[config.mk]
export PLATFORM = sky130hd
export DESIGN_NAME = pccb_clock_bank
export DESIGN_NICKNAME = d
export VERILOG_FILES = /design/src/pccb_pkg.sv /design/src/pccb_aux_clock_pin_if.sv /design/src/pccb_aux_clock.sv /design/src/pccb_clock_bank.sv
export SDC_FILE = /design/constraint.sdc
export NUM_CORES = 1
export LEC_CHECK = 0
export CAP_MARGIN = 20
export CELL_PAD_IN_SITES_DETAIL_PLACEMENT = 1
export CELL_PAD_IN_SITES_GLOBAL_PLACEMENT = 1
export CORE_MARGIN = 10
export CORE_UTILIZATION = 53
export CTS_CLUSTER_DIAMETER = 200
export DETAILED_ROUTE_END_ITERATION = 7
export DONT_BUFFER_PORTS = 1
export GPL_TIMING_DRIVEN = 0
export PLACE_DENSITY = 0.8
export SYNTH_ARGS = -nofsm -noshare
export SYNTH_HDL_FRONTEND = slang
export SYNTH_SLANG_ARGS = --single-unit
[constraint.sdc]
create_clock -name CLOCK -period 4.62 [get_ports CLOCK]
set_input_delay 1.386 -clock CLOCK [delete_from_list [all_inputs] [get_ports CLOCK]]
set_output_delay 1.386 -clock CLOCK [all_outputs]
set_load 0.005 [all_outputs]
[src/pccb_pkg.sv]
// Shared constants for the clock configuration bank: offsets, fields, codes.
// Assumes one 50 MHz clock and the byte-wide register port of the device.
package pccb_pkg;
    // ****************************************
    // Register offsets
    // ****************************************
    localparam logic [15:0] ADDR_CLK_GATING = 16'h0000; // Clock gating register
    localparam logic [15:0] ADDR_PLL_DEN_HI = 16'h0001; // Denominator upper byte
    localparam logic [15:0] ADDR_PLL_DEN_LO = 16'h0002; // Denominator lower byte
    localparam logic [15:0] ADDR_PLL_NUM_HI = 16'h0003; // Numerator upper byte
    localparam logic [15:0] ADDR_PLL_NUM_LO = 16'h0004; // Numerator lower byte
    localparam logic [15:0] ADDR_PLL_INT = 16'h0005; // Integer/divider/type
    localparam logic [15:0] ADDR_PLL_LOCK = 16'h0006; // Lock flag, read only
    localparam logic [15:0] ADDR_OUT_CLK = 16'h0007; // Output clock select
    localparam logic [15:0] ADDR_LDO = 16'h0008; // Regulator control
    localparam logic [15:0] ADDR_PARAM_BASE = 16'h4000; // First parameter address
    // ****************************************
    // Field positions
    // ****************************************
    localparam int BIT_MAIN_GATE = 0; // Main clock gate
    localparam int BIT_HALVER = 1; // Master clock divider
    localparam int BIT_SRC_SEL = 3; // Main clock source
    localparam int BIT_PLL_POWER = 7; // PLL power enable
    localparam int BIT_PLL_FRAC = 0; // Integer or fractional
    localparam int BIT_PREDIV_LO = 1; // Predivider field low bit
    localparam int BIT_MULT_LO = 3; // Multiplier field low bit
    localparam int BIT_LDO_SHUTDOWN = 2; // Regulator power down
    localparam int BIT_LDO_VSEL_LO = 0; // Voltage select low bit
    localparam int W_MULT = 4; // Multiplier width
    localparam int W_PREDIV = 2; // Predivider width
    localparam int W_VSEL = 2; // Voltage select width
    localparam int W_FREQ = 3; // Output clock code width
    localparam int W_PDM = 2; // PDM output config width
    // Writable bits of the clock gating register
    localparam logic [7:0] CLK_GATING_MASK = 8'h8f;
    localparam logic [7:0] RESET_BYTE = 8'h00; // All registers reset to zero
    // ****************************************
    // Output clock codes
    // ****************************************
    localparam logic [2:0] FREQ_DOUBLE = 3'h0; // Fastest setting
    localparam logic [2:0] FREQ_PASS = 3'h1; // Undivided
    localparam logic [2:0] FREQ_HALF = 3'h2; // Divide by 2
    localparam logic [2:0] FREQ_QUARTER = 3'h3; // Divide by 4
    localparam logic [2:0] FREQ_EIGHTH = 3'h4; // Divide by 8
    localparam logic [2:0] FREQ_OFF = 3'h7; // Output off
    // Toggle-interval masks for the aux clock divider
    localparam logic [4:0] MASK_DOUBLE = 5'h00;
    localparam logic [4:0] MASK_PASS = 5'h01;
    localparam logic [4:0] MASK_HALF = 5'h03;
    localparam logic [4:0] MASK_QUARTER = 5'h07;
    localparam logic [4:0] MASK_EIGHTH = 5'h0f;
endpackage

[src/pccb_aux_clock_pin_if.sv]
// Carrier between the register bank and the aux clock generator.
// Assumes both ends sit on the same clock.
interface pccb_aux_clock_pin_if;
    logic [2:0] freq_code; // Output clock code
    logic pdm_on; // PDM output path enabled
    logic pin_clk_mode; // Shared pin set to clock output
    logic aux_clk; // Generated aux clock level
    modport bank (output freq_code, output pdm_on, output pin_clk_mode, input aux_clk);
    modport gen (input freq_code, input pdm_on, input pin_clk_mode, output aux_clk);
endinterface

[src/pccb_aux_clock.sv]
// Aux clock generator: divides the system clock by the selected code.
// Assumes settings arrive on the same clock from the register bank.
module pccb_aux_clock (
    input wire logic clock,
    input wire logic rst_n,
    pccb_aux_clock_pin_if.gen co
);
    import pccb_pkg::*;

    // ****************************************
    // Divider selection
    // ****************************************
    logic [4:0] div_cnt_reg; // Free-running divider count
    logic aux_reg; // Toggling output level
    logic [4:0] tick_mask; // Interval mask for the current code
    logic code_valid; // Code selects a running clock
    logic run; // Output allowed to toggle
    logic tick; // Toggle point

    // Five codes run; reserved codes behave as off
    assign tick_mask = (co.freq_code == FREQ_DOUBLE) ? MASK_DOUBLE :
                       (co.freq_code == FREQ_PASS) ? MASK_PASS :
                       (co.freq_code == FREQ_HALF) ? MASK_HALF :
                       (co.freq_code == FREQ_QUARTER) ? MASK_QUARTER : MASK_EIGHTH;
    assign code_valid = (co.freq_code <= FREQ_EIGHTH);
    assign run = code_valid && co.pin_clk_mode &&
                 !(co.pdm_on && (co.freq_code == FREQ_DOUBLE || co.freq_code == FREQ_PASS));
    assign tick = ((div_cnt_reg & tick_mask) == tick_mask);

    // Counter and output flop; output parks low when stopped
    always_ff @(posedge clock or negedge rst_n) begin
        if (!rst_n) begin
            div_cnt_reg <= 5'h00;
            aux_reg <= 1'b0;
        end else begin
            div_cnt_reg <= div_cnt_reg + 5'h01;
            aux_reg <= run ? (aux_reg ^ tick) : 1'b0;
        end
    end
    assign co.aux_clk = aux_reg;
endmodule

[src/pccb_clock_bank.sv]
// Clock configuration bank: clock gating, PLL settings, lock flag,
// aux clock select and regulator control, behind the byte register port.
// Assumes the control interface decoder presents one-cycle read/write strobes.
// ****************************************
// Rule summary
// ****************************************
// Contract
// - Gate off: only gating and PLL writes
// - Main gate also gates PLL clock
// - Parameters locked until DSP clock enabled
// - Main gate bit 0, reset 0
// - Denominator bytes at 0x0001, 0x0002
// - Numerator bytes at 0x0003, 0x0004
// - Multiplier bits 6:3, type bit 0
// - Predivider bits 2:1, divide 1..4
// - Read-only lock flag at 0x0006
// - Three-bit aux clock frequency code
// - Fast aux settings dead under PDM
// - Aux select only in pin clock mode
// - Regulator bit 2 powers LDO down
// - Regulator bits 1:0 pick voltage
// - Bit 7 powers the PLL
// - PLL clock needs power and gate
// - Source select: pin or PLL
// - Master clock halver bit
module pccb_clock_bank #(
    parameter logic [15:0] PARAM_BASE_ADDR = pccb_pkg::ADDR_PARAM_BASE
) (
    input wire logic CLOCK,
    input wire logic RST_N,
    input wire logic REG_WR_EN,
    input wire logic REG_RD_EN,
    input wire logic [15:0] REG_ADDR,
    input wire logic [7:0] REG_WDATA,
    input wire logic PLL_LOCK_IN,
    input wire logic DSP_CLK_EN,
    input wire logic [pccb_pkg::W_PDM-1:0] PDM_OUTPUT_CONFIG_CFG,
    input wire logic PIN_CLK_MODE,
    output logic [7:0] REG_RDATA,
    output logic REG_RD_VALID,
    output logic REG_FWD_WE,
    output logic [15:0] REG_FWD_ADDR,
    output logic [7:0] REG_FWD_WDATA,
    output logic MAIN_CLK_EN,
    output logic MAIN_CLK_SRC,
    output logic MCLK_HALVE,
    output logic PLL_POWER,
    output logic PLL_CLK_EN,
    output logic [15:0] PLL_DEN,
    output logic [15:0] PLL_NUM,
    output logic [pccb_pkg::W_MULT-1:0] PLL_MULT,
    output logic [pccb_pkg::W_PREDIV-1:0] PLL_PREDIV,
    output logic PLL_FRAC,
    output logic LDO_SHUTDOWN,
    output logic [pccb_pkg::W_VSEL-1:0] LDO_VSEL,
    output logic AUX_CLOCK_PIN
);
    import pccb_pkg::*;

    // ****************************************
    // Register storage
    // ****************************************
    logic [7:0] clk_gating_reg; // Gate, source, halver, PLL power
    logic [7:0] den_hi_reg; // Denominator upper byte
    logic [7:0] den_lo_reg; // Denominator lower byte
    logic [7:0] num_hi_reg; // Numerator upper byte
    logic [7:0] num_lo_reg; // Numerator lower byte
    logic [7:0] pll_int_reg; // Multiplier, predivider, type
    logic [7:0] out_clk_reg; // Output clock code
    logic [7:0] ldo_reg; // Regulator controls
    logic lock_s1_reg, lock_s2_reg, lock_s3_reg; // Lock pin synchroniser
    logic lock_reg; // Filtered lock flag
    logic pll_clk_en_reg; // Gated PLL clock enable

    // ****************************************
    // Write decode
    // ****************************************
    logic main_gate; // Main clock gate bit
    logic hit_gating; // Address is gating register
    logic hit_pll_set; // Address is one of five PLL settings or the lock flag
    logic hit_param; // Address in parameter space
    logic in_bank; // Address held in this block
    logic gate_allows; // Main gate lockout passes
    logic param_allows; // Parameter lockout passes
    logic wr_ok; // Write will take effect

    assign main_gate = clk_gating_reg[BIT_MAIN_GATE];
    assign hit_gating = (REG_ADDR == ADDR_CLK_GATING);
    assign hit_pll_set = (REG_ADDR >= ADDR_PLL_DEN_HI) && (REG_ADDR <= ADDR_PLL_LOCK);
    assign hit_param = (REG_ADDR >= PARAM_BASE_ADDR);
    assign in_bank = (REG_ADDR <= ADDR_LDO);
    assign gate_allows = main_gate || hit_gating || hit_pll_set;
    assign param_allows = !(main_gate && !DSP_CLK_EN && hit_param);
    assign wr_ok = REG_WR_EN && gate_allows && param_allows;

    // Per-register write strobes
    logic we_gating, we_den_hi, we_den_lo, we_num_hi, we_num_lo;
    logic we_int, we_out, we_ldo;
    assign we_gating = wr_ok && hit_gating;
    assign we_den_hi = wr_ok && (REG_ADDR == ADDR_PLL_DEN_HI);
    assign we_den_lo = wr_ok && (REG_ADDR == ADDR_PLL_DEN_LO);
    assign we_num_hi = wr_ok && (REG_ADDR == ADDR_PLL_NUM_HI);
    assign we_num_lo = wr_ok && (REG_ADDR == ADDR_PLL_NUM_LO);
    assign we_int = wr_ok && (REG_ADDR == ADDR_PLL_INT);
    assign we_out = wr_ok && (REG_ADDR == ADDR_OUT_CLK);
    assign we_ldo = wr_ok && (REG_ADDR == ADDR_LDO);

    // ****************************************
    // Register writes
    // ****************************************
    // PLL settings are taken whenever addressed; keeping the PLL powered down
    // while writing them is software's job, so no check is made here.
    always_ff @(posedge CLOCK or negedge RST_N) begin
        if (!RST_N) begin
            clk_gating_reg <= RESET_BYTE;
            den_hi_reg <= RESET_BYTE;
            den_lo_reg <= RESET_BYTE;
            num_hi_reg <= RESET_BYTE;
            num_lo_reg <= RESET_BYTE;
            pll_int_reg <= RESET_BYTE;
            out_clk_reg <= RESET_BYTE;
            ldo_reg <= RESET_BYTE;
        end else begin
            if (we_gating) begin
                clk_gating_reg <= REG_WDATA & CLK_GATING_MASK;
            end
            if (we_den_hi) begin
                den_hi_reg <= REG_WDATA;
            end
            if (we_den_lo) begin
                den_lo_reg <= REG_WDATA;
            end
            if (we_num_hi) begin
                num_hi_reg <= REG_WDATA;
            end
            if (we_num_lo) begin
                num_lo_reg <= REG_WDATA;
            end
            // integer register, bit 7 kept zero
            if (we_int) begin
                pll_int_reg <= {1'b0, REG_WDATA[6:0]};
            end
            if (we_out) begin
                out_clk_reg <= {5'h00, REG_WDATA[W_FREQ-1:0]};
            end
            if (we_ldo) begin
                ldo_reg <= {5'h00, REG_WDATA[2:0]};
            end
        end
    end

    // ****************************************
    // Lock flag input
    // ****************************************
    // Three-stage synchroniser; flag moves only when stages two and three agree
    always_ff @(posedge CLOCK or negedge RST_N) begin
        if (!RST_N) begin
            lock_s1_reg <= 1'b0;
            lock_s2_reg <= 1'b0;
            lock_s3_reg <= 1'b0;
            lock_reg <= 1'b0;
        end else begin
            lock_s1_reg <= PLL_LOCK_IN;
            lock_s2_reg <= lock_s1_reg;
            lock_s3_reg <= lock_s2_reg;
            if (lock_s2_reg == lock_s3_reg) begin
                lock_reg <= lock_s3_reg;
            end
        end
    end

    // ****************************************
    // PLL clock gate and forwarding
    // ****************************************
    logic pll_clk_next; // PLL clock delivery condition
    // PLL clock needs power and gate
    assign pll_clk_next = clk_gating_reg[BIT_PLL_POWER] && main_gate;

    // Writes outside this bank that pass the gate and parameter lockouts go on to the rest of the device
    logic fwd_next;
    assign fwd_next = wr_ok && !in_bank;

    always_ff @(posedge CLOCK or negedge RST_N) begin
        if (!RST_N) begin
            pll_clk_en_reg <= 1'b0;
            REG_FWD_WE <= 1'b0;
            REG_FWD_ADDR <= 16'h0000;
            REG_FWD_WDATA <= 8'h00;
        end else begin
            pll_clk_en_reg <= pll_clk_next;
            REG_FWD_WE <= fwd_next;
            // Address and data held from the last forwarded write
            if (fwd_next) begin
                REG_FWD_ADDR <= REG_ADDR;
                REG_FWD_WDATA <= REG_WDATA;
            end
        end
    end

    // ****************************************
    // Read path
    // ****************************************
    logic [7:0] rd_mux; // Selected read byte
    assign rd_mux = (REG_ADDR == ADDR_CLK_GATING) ? clk_gating_reg :
                    (REG_ADDR == ADDR_PLL_DEN_HI) ? den_hi_reg :
                    (REG_ADDR == ADDR_PLL_DEN_LO) ? den_lo_reg :
                    (REG_ADDR == ADDR_PLL_NUM_HI) ? num_hi_reg :
                    (REG_ADDR == ADDR_PLL_NUM_LO) ? num_lo_reg :
                    (REG_ADDR == ADDR_PLL_INT) ? pll_int_reg :
                    (REG_ADDR == ADDR_PLL_LOCK) ? {7'h00, lock_reg} :
                    (REG_ADDR == ADDR_OUT_CLK) ? out_clk_reg :
                    (REG_ADDR == ADDR_LDO) ? ldo_reg : 8'h00;

    // Answer one cycle after the strobe; data holds until the next read
    always_ff @(posedge CLOCK or negedge RST_N) begin
        if (!RST_N) begin
            REG_RDATA <= 8'h00;
            REG_RD_VALID <= 1'b0;
        end else begin
            REG_RD_VALID <= REG_RD_EN;
            if (REG_RD_EN) begin
                REG_RDATA <= rd_mux;
            end
        end
    end

    // ****************************************
    // Aux clock generator
    // ****************************************
    pccb_aux_clock_pin_if co_if ();
    assign co_if.freq_code = out_clk_reg[W_FREQ-1:0];
    // any PDM output mode counts as on
    assign co_if.pdm_on = |PDM_OUTPUT_CONFIG_CFG;
    assign co_if.pin_clk_mode = PIN_CLK_MODE;

    pccb_aux_clock u_aux (
        .clock(CLOCK),
        .rst_n(RST_N),
        .co(co_if.gen)
    );

    // ****************************************
    // Output fields, all from flops, MCLK_HALVE through an inverter
    // ****************************************
    assign MAIN_CLK_EN = main_gate;
    assign MAIN_CLK_SRC = clk_gating_reg[BIT_SRC_SEL];
    assign MCLK_HALVE = !clk_gating_reg[BIT_HALVER];
    assign PLL_POWER = clk_gating_reg[BIT_PLL_POWER];
    assign PLL_CLK_EN = pll_clk_en_reg;
    assign PLL_DEN = {den_hi_reg, den_lo_reg};
    assign PLL_NUM = {num_hi_reg, num_lo_reg};
    assign PLL_MULT = pll_int_reg[BIT_MULT_LO +: W_MULT];
    assign PLL_FRAC = pll_int_reg[BIT_PLL_FRAC];
    assign PLL_PREDIV = pll_int_reg[BIT_PREDIV_LO +: W_PREDIV];
    assign LDO_SHUTDOWN = ldo_reg[BIT_LDO_SHUTDOWN];
    assign LDO_VSEL = ldo_reg[BIT_LDO_VSEL_LO +: W_VSEL];
    assign AUX_CLOCK_PIN = co_if.aux_clk;
endmodule

# ---- After elaboration in Yosys (flattened, before gate mapping)
# Cells that the tools add are included.
dict set report classes {
  addsub 1
  multipliers 0
  n_div 0
  order_cmp 5
  eq_ne 13
  shifts 0
  n_mux 14
  bitwise_logic 2
  reduce_logical 29
}
# operator n
set ops {}
lappend ops {{equality test 16 x 3 -> 1 bit, second input constant} 4}
lappend ops {{two-way mux 8 bit} 5}
lappend ops {{equality test 16 x 2 -> 1 bit, second input constant} 2}
lappend ops {{logical AND 1 bit} 18}
lappend ops {{equality test 16 x 1 -> 1 bit, second input constant} 1}
lappend ops {{equality test 16 x 4 -> 1 bit, second input constant} 1}
lappend ops {{greater-or-equal comparator 16 x 1 -> 1 bit, second input constant} 1}
lappend ops {{greater-or-equal comparator 16 x 15 -> 1 bit, second input constant} 1}
lappend ops {{less-or-equal comparator 16 x 3 -> 1 bit, second input constant} 1}
lappend ops {{less-or-equal comparator 16 x 4 -> 1 bit, second input constant} 1}
lappend ops {{logical NOT 16 bit} 1}
lappend ops {{two-way mux 5 bit} 3}
lappend ops {{two-way mux 3 bit} 3}
lappend ops {{two-way mux 7 bit} 1}
lappend ops {{equality test 3 x 2 -> 1 bit, second input constant} 2}
lappend ops {{adder 5 x 1 -> 5 bit, second input constant} 1}
lappend ops {{bitwise AND 5 bit} 1}
lappend ops {{equality test 5 bit} 1}
lappend ops {{logical NOT 1 bit} 5}
lappend ops {{two-way mux 4 bit} 1}
lappend ops {{equality test 3 x 1 -> 1 bit, second input constant} 1}
lappend ops {{less-or-equal comparator 3 bit, second input constant} 1}
lappend ops {{logical NOT 3 bit} 1}
lappend ops {{logical OR 1 bit} 3}
lappend ops {{other kinds (4)} 4}
dict set report totals {
  regBits 95
  latch_bits 0
  mem_bits_rw 0
  romBits 0
  inputBits 33
  out_inout_bits 82
  mem_count 0
}

# ---- Depth between registers and ports, before layout
dict set report logic_depth {
  ltp_word 10
  ltp_mapped 7
  depth_no_buf 5
}

# ---- By module
# Synthesis repeated with hierarchy kept, for this count alone.
dict set report hier_totals {
  cells_unflattened 322
  area_unflattened_um2 4299.1
}
# module instances cells_per_inst area_per_inst_um2
set modules_own_cells {}
lappend modules_own_cells {pccb_clock_bank 1 299 4056.4}
lappend modules_own_cells {pccb_aux_clock 1 23 242.7}

# ---- Least setup slack after synthesis
# OpenSTA, ideal clock, no wires.
dict set report synth_timing {
  path_kind {input to register}
  startpoint {in REG_ADDR[4]}
  endpoint {reg den_hi_reg[0]}
  setup_time_ps 125
  t_arrival_ps 2800
  setup_slack_ps 1695
  stages 6
  path_cell_list {nor4_1 nand4_1 nor2_1 and3_1 buf_4 mux2_2}
}
dict set report synth_via {
  elab_chain_len 6
}
# element line_no
set synth_lines {}
lappend synth_lines {{start: declaration} pccb_clock_bank.sv:33} ;# input wire logic [15:0] REG_ADDR,
lappend synth_lines {{greater-or-equal comparator 16 x 1 -> 1 bit, or another cell as far along} pccb_clock_bank.sv:89} ;# assign hit_pll_set = (REG_ADDR >= ADDR_PLL_DEN_HI) && (REG_ADDR <= ADDR_PLL_LOCK);
lappend synth_lines {{logical AND 1 bit / logical OR 1 bit (equally long branches)} {pccb_clock_bank.sv:89, pccb_clock_bank.sv:92}}
lappend synth_lines {{logical OR 1 bit} pccb_clock_bank.sv:92} ;# assign gate_allows = main_gate || hit_gating || hit_pll_set;
lappend synth_lines {{logical AND 1 bit (2 in a row)} pccb_clock_bank.sv:94} ;# assign wr_ok = REG_WR_EN && gate_allows && param_allows;
lappend synth_lines {{logical AND 1 bit *} pccb_clock_bank.sv:100} ;# assign we_den_hi = wr_ok && (REG_ADDR == ADDR_PLL_DEN_HI);
lappend synth_lines {{end signal: assignment} pccb_clock_bank.sv:116} ;# den_hi_reg <= RESET_BYTE;
lappend synth_lines {{end signal: assignment} pccb_clock_bank.sv:128} ;# den_hi_reg <= REG_WDATA;
lappend synth_lines {{end: declaration} pccb_clock_bank.sv:64} ;# logic [7:0] den_hi_reg;
# Every way passes the cells marked *; elsewhere a longest branch is shown, timed or not.
# A chain may end at the register's enable or synchronous reset.

# ---- Final worst setup path
dict set report layout_timing {
  startpoint {in REG_ADDR[4]}
  endpoint {reg den_hi_reg[2]}
}
# The elaborated chain is that of the path after synthesis.

==> impl_metrics.env <==
export IMPL_dr_wl_met2_mm=5.854
export IMPL_synth_xor_area_share_pct=0.4135
export IMPL_synth_top_family_by_area="multiplexers"
export IMPL_wl_met1_mm=4.449
export IMPL_root_buffer="clkbuf_8"
export IMPL_maxSlewViolCount=0
export IMPL_seq_power_share_pct=58.2
export IMPL_drtIter0Drc=133
export IMPL_muxShareOfSynthArea_pct=21.09
export IMPL_area_growth_pct=7.531
export IMPL_final_setup_tns_ns=0
export IMPL_finalHoldViolCount=0
export IMPL_place_hpwl_mm=8.621
export IMPL_power_density_nw_per_um2=335.6
export IMPL_num_rows=32
export IMPL_ctsResizeCount=0
export IMPL_postCtsHoldBufs=0
export IMPL_cts_sinks=94
export IMPL_finClkSkew_ns=0.006156
export IMPL_start_util_pct=54.54
export IMPL_clkPwrFrac_pct=35.8
export IMPL_cts_buffers=9
export IMPL_irDropWorstVdd_uv=189.2
export IMPL_endpoint_kind="flop"
export IMPL_fin_crit_sh_pct=68.94
export IMPL_required_ns=4.88
export IMPL_grt_pass1_wl_mm=18.10
export IMPL_maxCapViolCount=0
export IMPL_drc=0
export IMPL_antenna_found_initial=0
export IMPL_wl_mm=11.82
export IMPL_layout_nets=384
export IMPL_detail_route_antenna_nets=0
export IMPL_grt_max_degree=95
export IMPL_multi_input_area_um2=1762
export IMPL_htree_levels=3
export IMPL_critPathKind="input port to flop"
export IMPL_fin_util_pct=58.65
export IMPL_drive_gt1_share_pct=30.70
export IMPL_clk_latency_ns=0.37
export IMPL_regArea_um2=2352
export IMPL_diodes=0
export IMPL_wl_per_cell_um=25.87
export IMPL_combPwrFrac_pct=6.0
export IMPL_synthesis_nets=373
export IMPL_yosysSeqAreaShare_pct=55.52
export IMPL_coreArea_um2=7767
export IMPL_grt_use_total_pct=20.13
export IMPL_crit_arrival_ns=3.44
export IMPL_die_width_um=109.4
export IMPL_max_freq_mhz=314.0
export IMPL_gp_congestion=0.7922
export IMPL_power_switching_uw=375.0
export IMPL_synthCells=339
export IMPL_cp_start_kind="input port"
export IMPL_die_area_um2=11970
export IMPL_avgSynthCellArea_um2=12.50
export IMPL_synth_flop_cell="dfrtp_1"
export IMPL_io_buffers=0
export IMPL_maxSlewHeadroom_pct=53.65
export IMPL_yosys_area_share_simple_pct=10.01
export IMPL_die_y_um=109.4
export IMPL_cts_tree="built"
export IMPL_largest_reg_flops=16
export IMPL_status="finished clean"
export IMPL_synth_fa_ha_area_share_pct=0.5316
export IMPL_io_pins=115
export IMPL_synthesis_area_um2=4237
export IMPL_hp_class="flop to flop"
export IMPL_clock_path_buffers=2
export IMPL_dr_wl_met3_mm=1.363
export IMPL_ys_ff_latch=94
export IMPL_swShare_pct=24.53
export IMPL_intPower_mw=1.154
export IMPL_tightest_slew_ns=0.6889
export IMPL_rsz0062_at_grt="false"
export IMPL_setup_viol_count_final=0
export IMPL_fin_crit_ns=3.185
export IMPL_clkSlewWorstSetupHoldPaths_ns=0.09
export IMPL_gr_total_overflow=0
export IMPL_n_fill_cell=801
export IMPL_crit_path_max_fanout=8
export IMPL_postCtsSetupRepairBufs=0
export IMPL_yosys_warnings=0
export IMPL_viasPerCell=6.232
export IMPL_grt_pass1_vias=3017
export IMPL_ys_types=54
export IMPL_regMostFlops="REG_FWD_ADDR"
export IMPL_dr_pass1_iters=4
export IMPL_synth_compound_area_share_pct=9.539
export IMPL_top_layer="met4"
export IMPL_synthArstFlopShare_pct=100.0
export IMPL_vias=2848
export IMPL_p_leak_nw=2.023
export IMPL_synth_edf_count=0
[synthesized netlist by cell type (all sizes together), types with 6 or more instances]
cell    number  area [um^2]
inv          8        30.03
mux2        74        833.3
a31oi        7        43.79
nand2       15        56.30
nand3       10        67.57
clkbuf       8        30.03
a21oi        8        43.79
dfrtp       94         2352
nor2        18        90.08
buf         11        58.80
o21ai       15        75.07
mux2i        6        60.06
nor2b        6        37.54
[through the flow]
stage	cells	power [mW]	instance area, um^2	setup WS, ns	hold slack [ns]
finish	457	1.529	4556	1.435	0.3781
global route	457	1.592	4556	1.322	0.3803
CTS	457	1.539	4556	1.487	0.3771
detailed placement	441	1.001	4364	1.098	0.3568
global placement	441	0.9952	4364	1.124	0.3333
floorplan	339	0.9694	4237	1.695	0.3312
[critical path, cell delays in order]
cell and delay (ns):
nor4_1 0.52, nand4_1 0.41, nor2_1 0.37, and3_1 0.20, buf_4 0.20, mux2_2 0.35
[metal layers]
layer	GRT usage, %	vias up
li1	-	1261
met1	23.88	1475
met2	32.45	102
met3	8.133	10
met4	7.156	0
met5	0	-
[final timing paths]
kind	start	endpoint	slack (ns)	cells past startpoint
max in group asynchronous	RST_N	REG_RD_VALID	3.72	0
worst min-delay path	lock_s1_reg	lock_s2_reg	0.38	0
worst max register to register	clk_gating_reg[0]	REG_FWD_WDATA[2]	2.35	7
min in group asynchronous	RST_N	u_aux.div_cnt_reg[2]	0.70	0
worst max-delay path	REG_ADDR[4]	den_hi_reg[2]	1.44	6
worst min register to register	lock_s1_reg	lock_s2_reg	0.38	0
[power groups by stage]
stage | Combinational [mW] | Sequential (mW) | Clock, mW
2_1_floorplan | 0.0728 | 0.897 | 0
3_3_place_gp | 0.0880 | 0.907 | 0
3_5_place_dp | 0.0919 | 0.909 | 0
4_1_cts | 0.0924 | 0.893 | 0.554
5_1_grt | 0.100 | 0.897 | 0.595
6_report | 0.0917 | 0.890 | 0.547
[logic make-up after synthesis]
| kind of cell | after synthesis |
|---|---|
| AO/OA/AOI/OAI | 59 |
| XOR/XNOR | 2 |
| adder cells (fa/ha/maj) | 2 |
| buffers and inverters | 28 |
| flip-flops | 94 |
| multiplexers | 80 |
| AND/OR/NAND/NOR | 74 |
[cell type report]
type                       instances  share of cell area, %
clock inverter                     5                  1.318
tap                              102                  2.801
clock buffer                      11                  2.884
multi-input combinational        217                  38.67
inverter                           9                 0.7416
buffer                            19                  1.950
sequential                        94                  51.63
[placed cells by master (no fill, tap or decap), drive strengths merged, types with 3 or more instances in the layout]
cell,instances
nand2b,3
o21ai,15
buf,11
mux2i,6
o32ai,3
nor2,18
mux2,74
nor2b,6
a21oi,8
inv,8
nand2,15
nor4,4
clkinvlp,4
clkbuf,19
nand4,3
o22ai,4
dfrtp,94
and2,3
a31oi,7
o31ai,3
nand3,10
nand3b,3
Power figures use the tool's default switching activity.
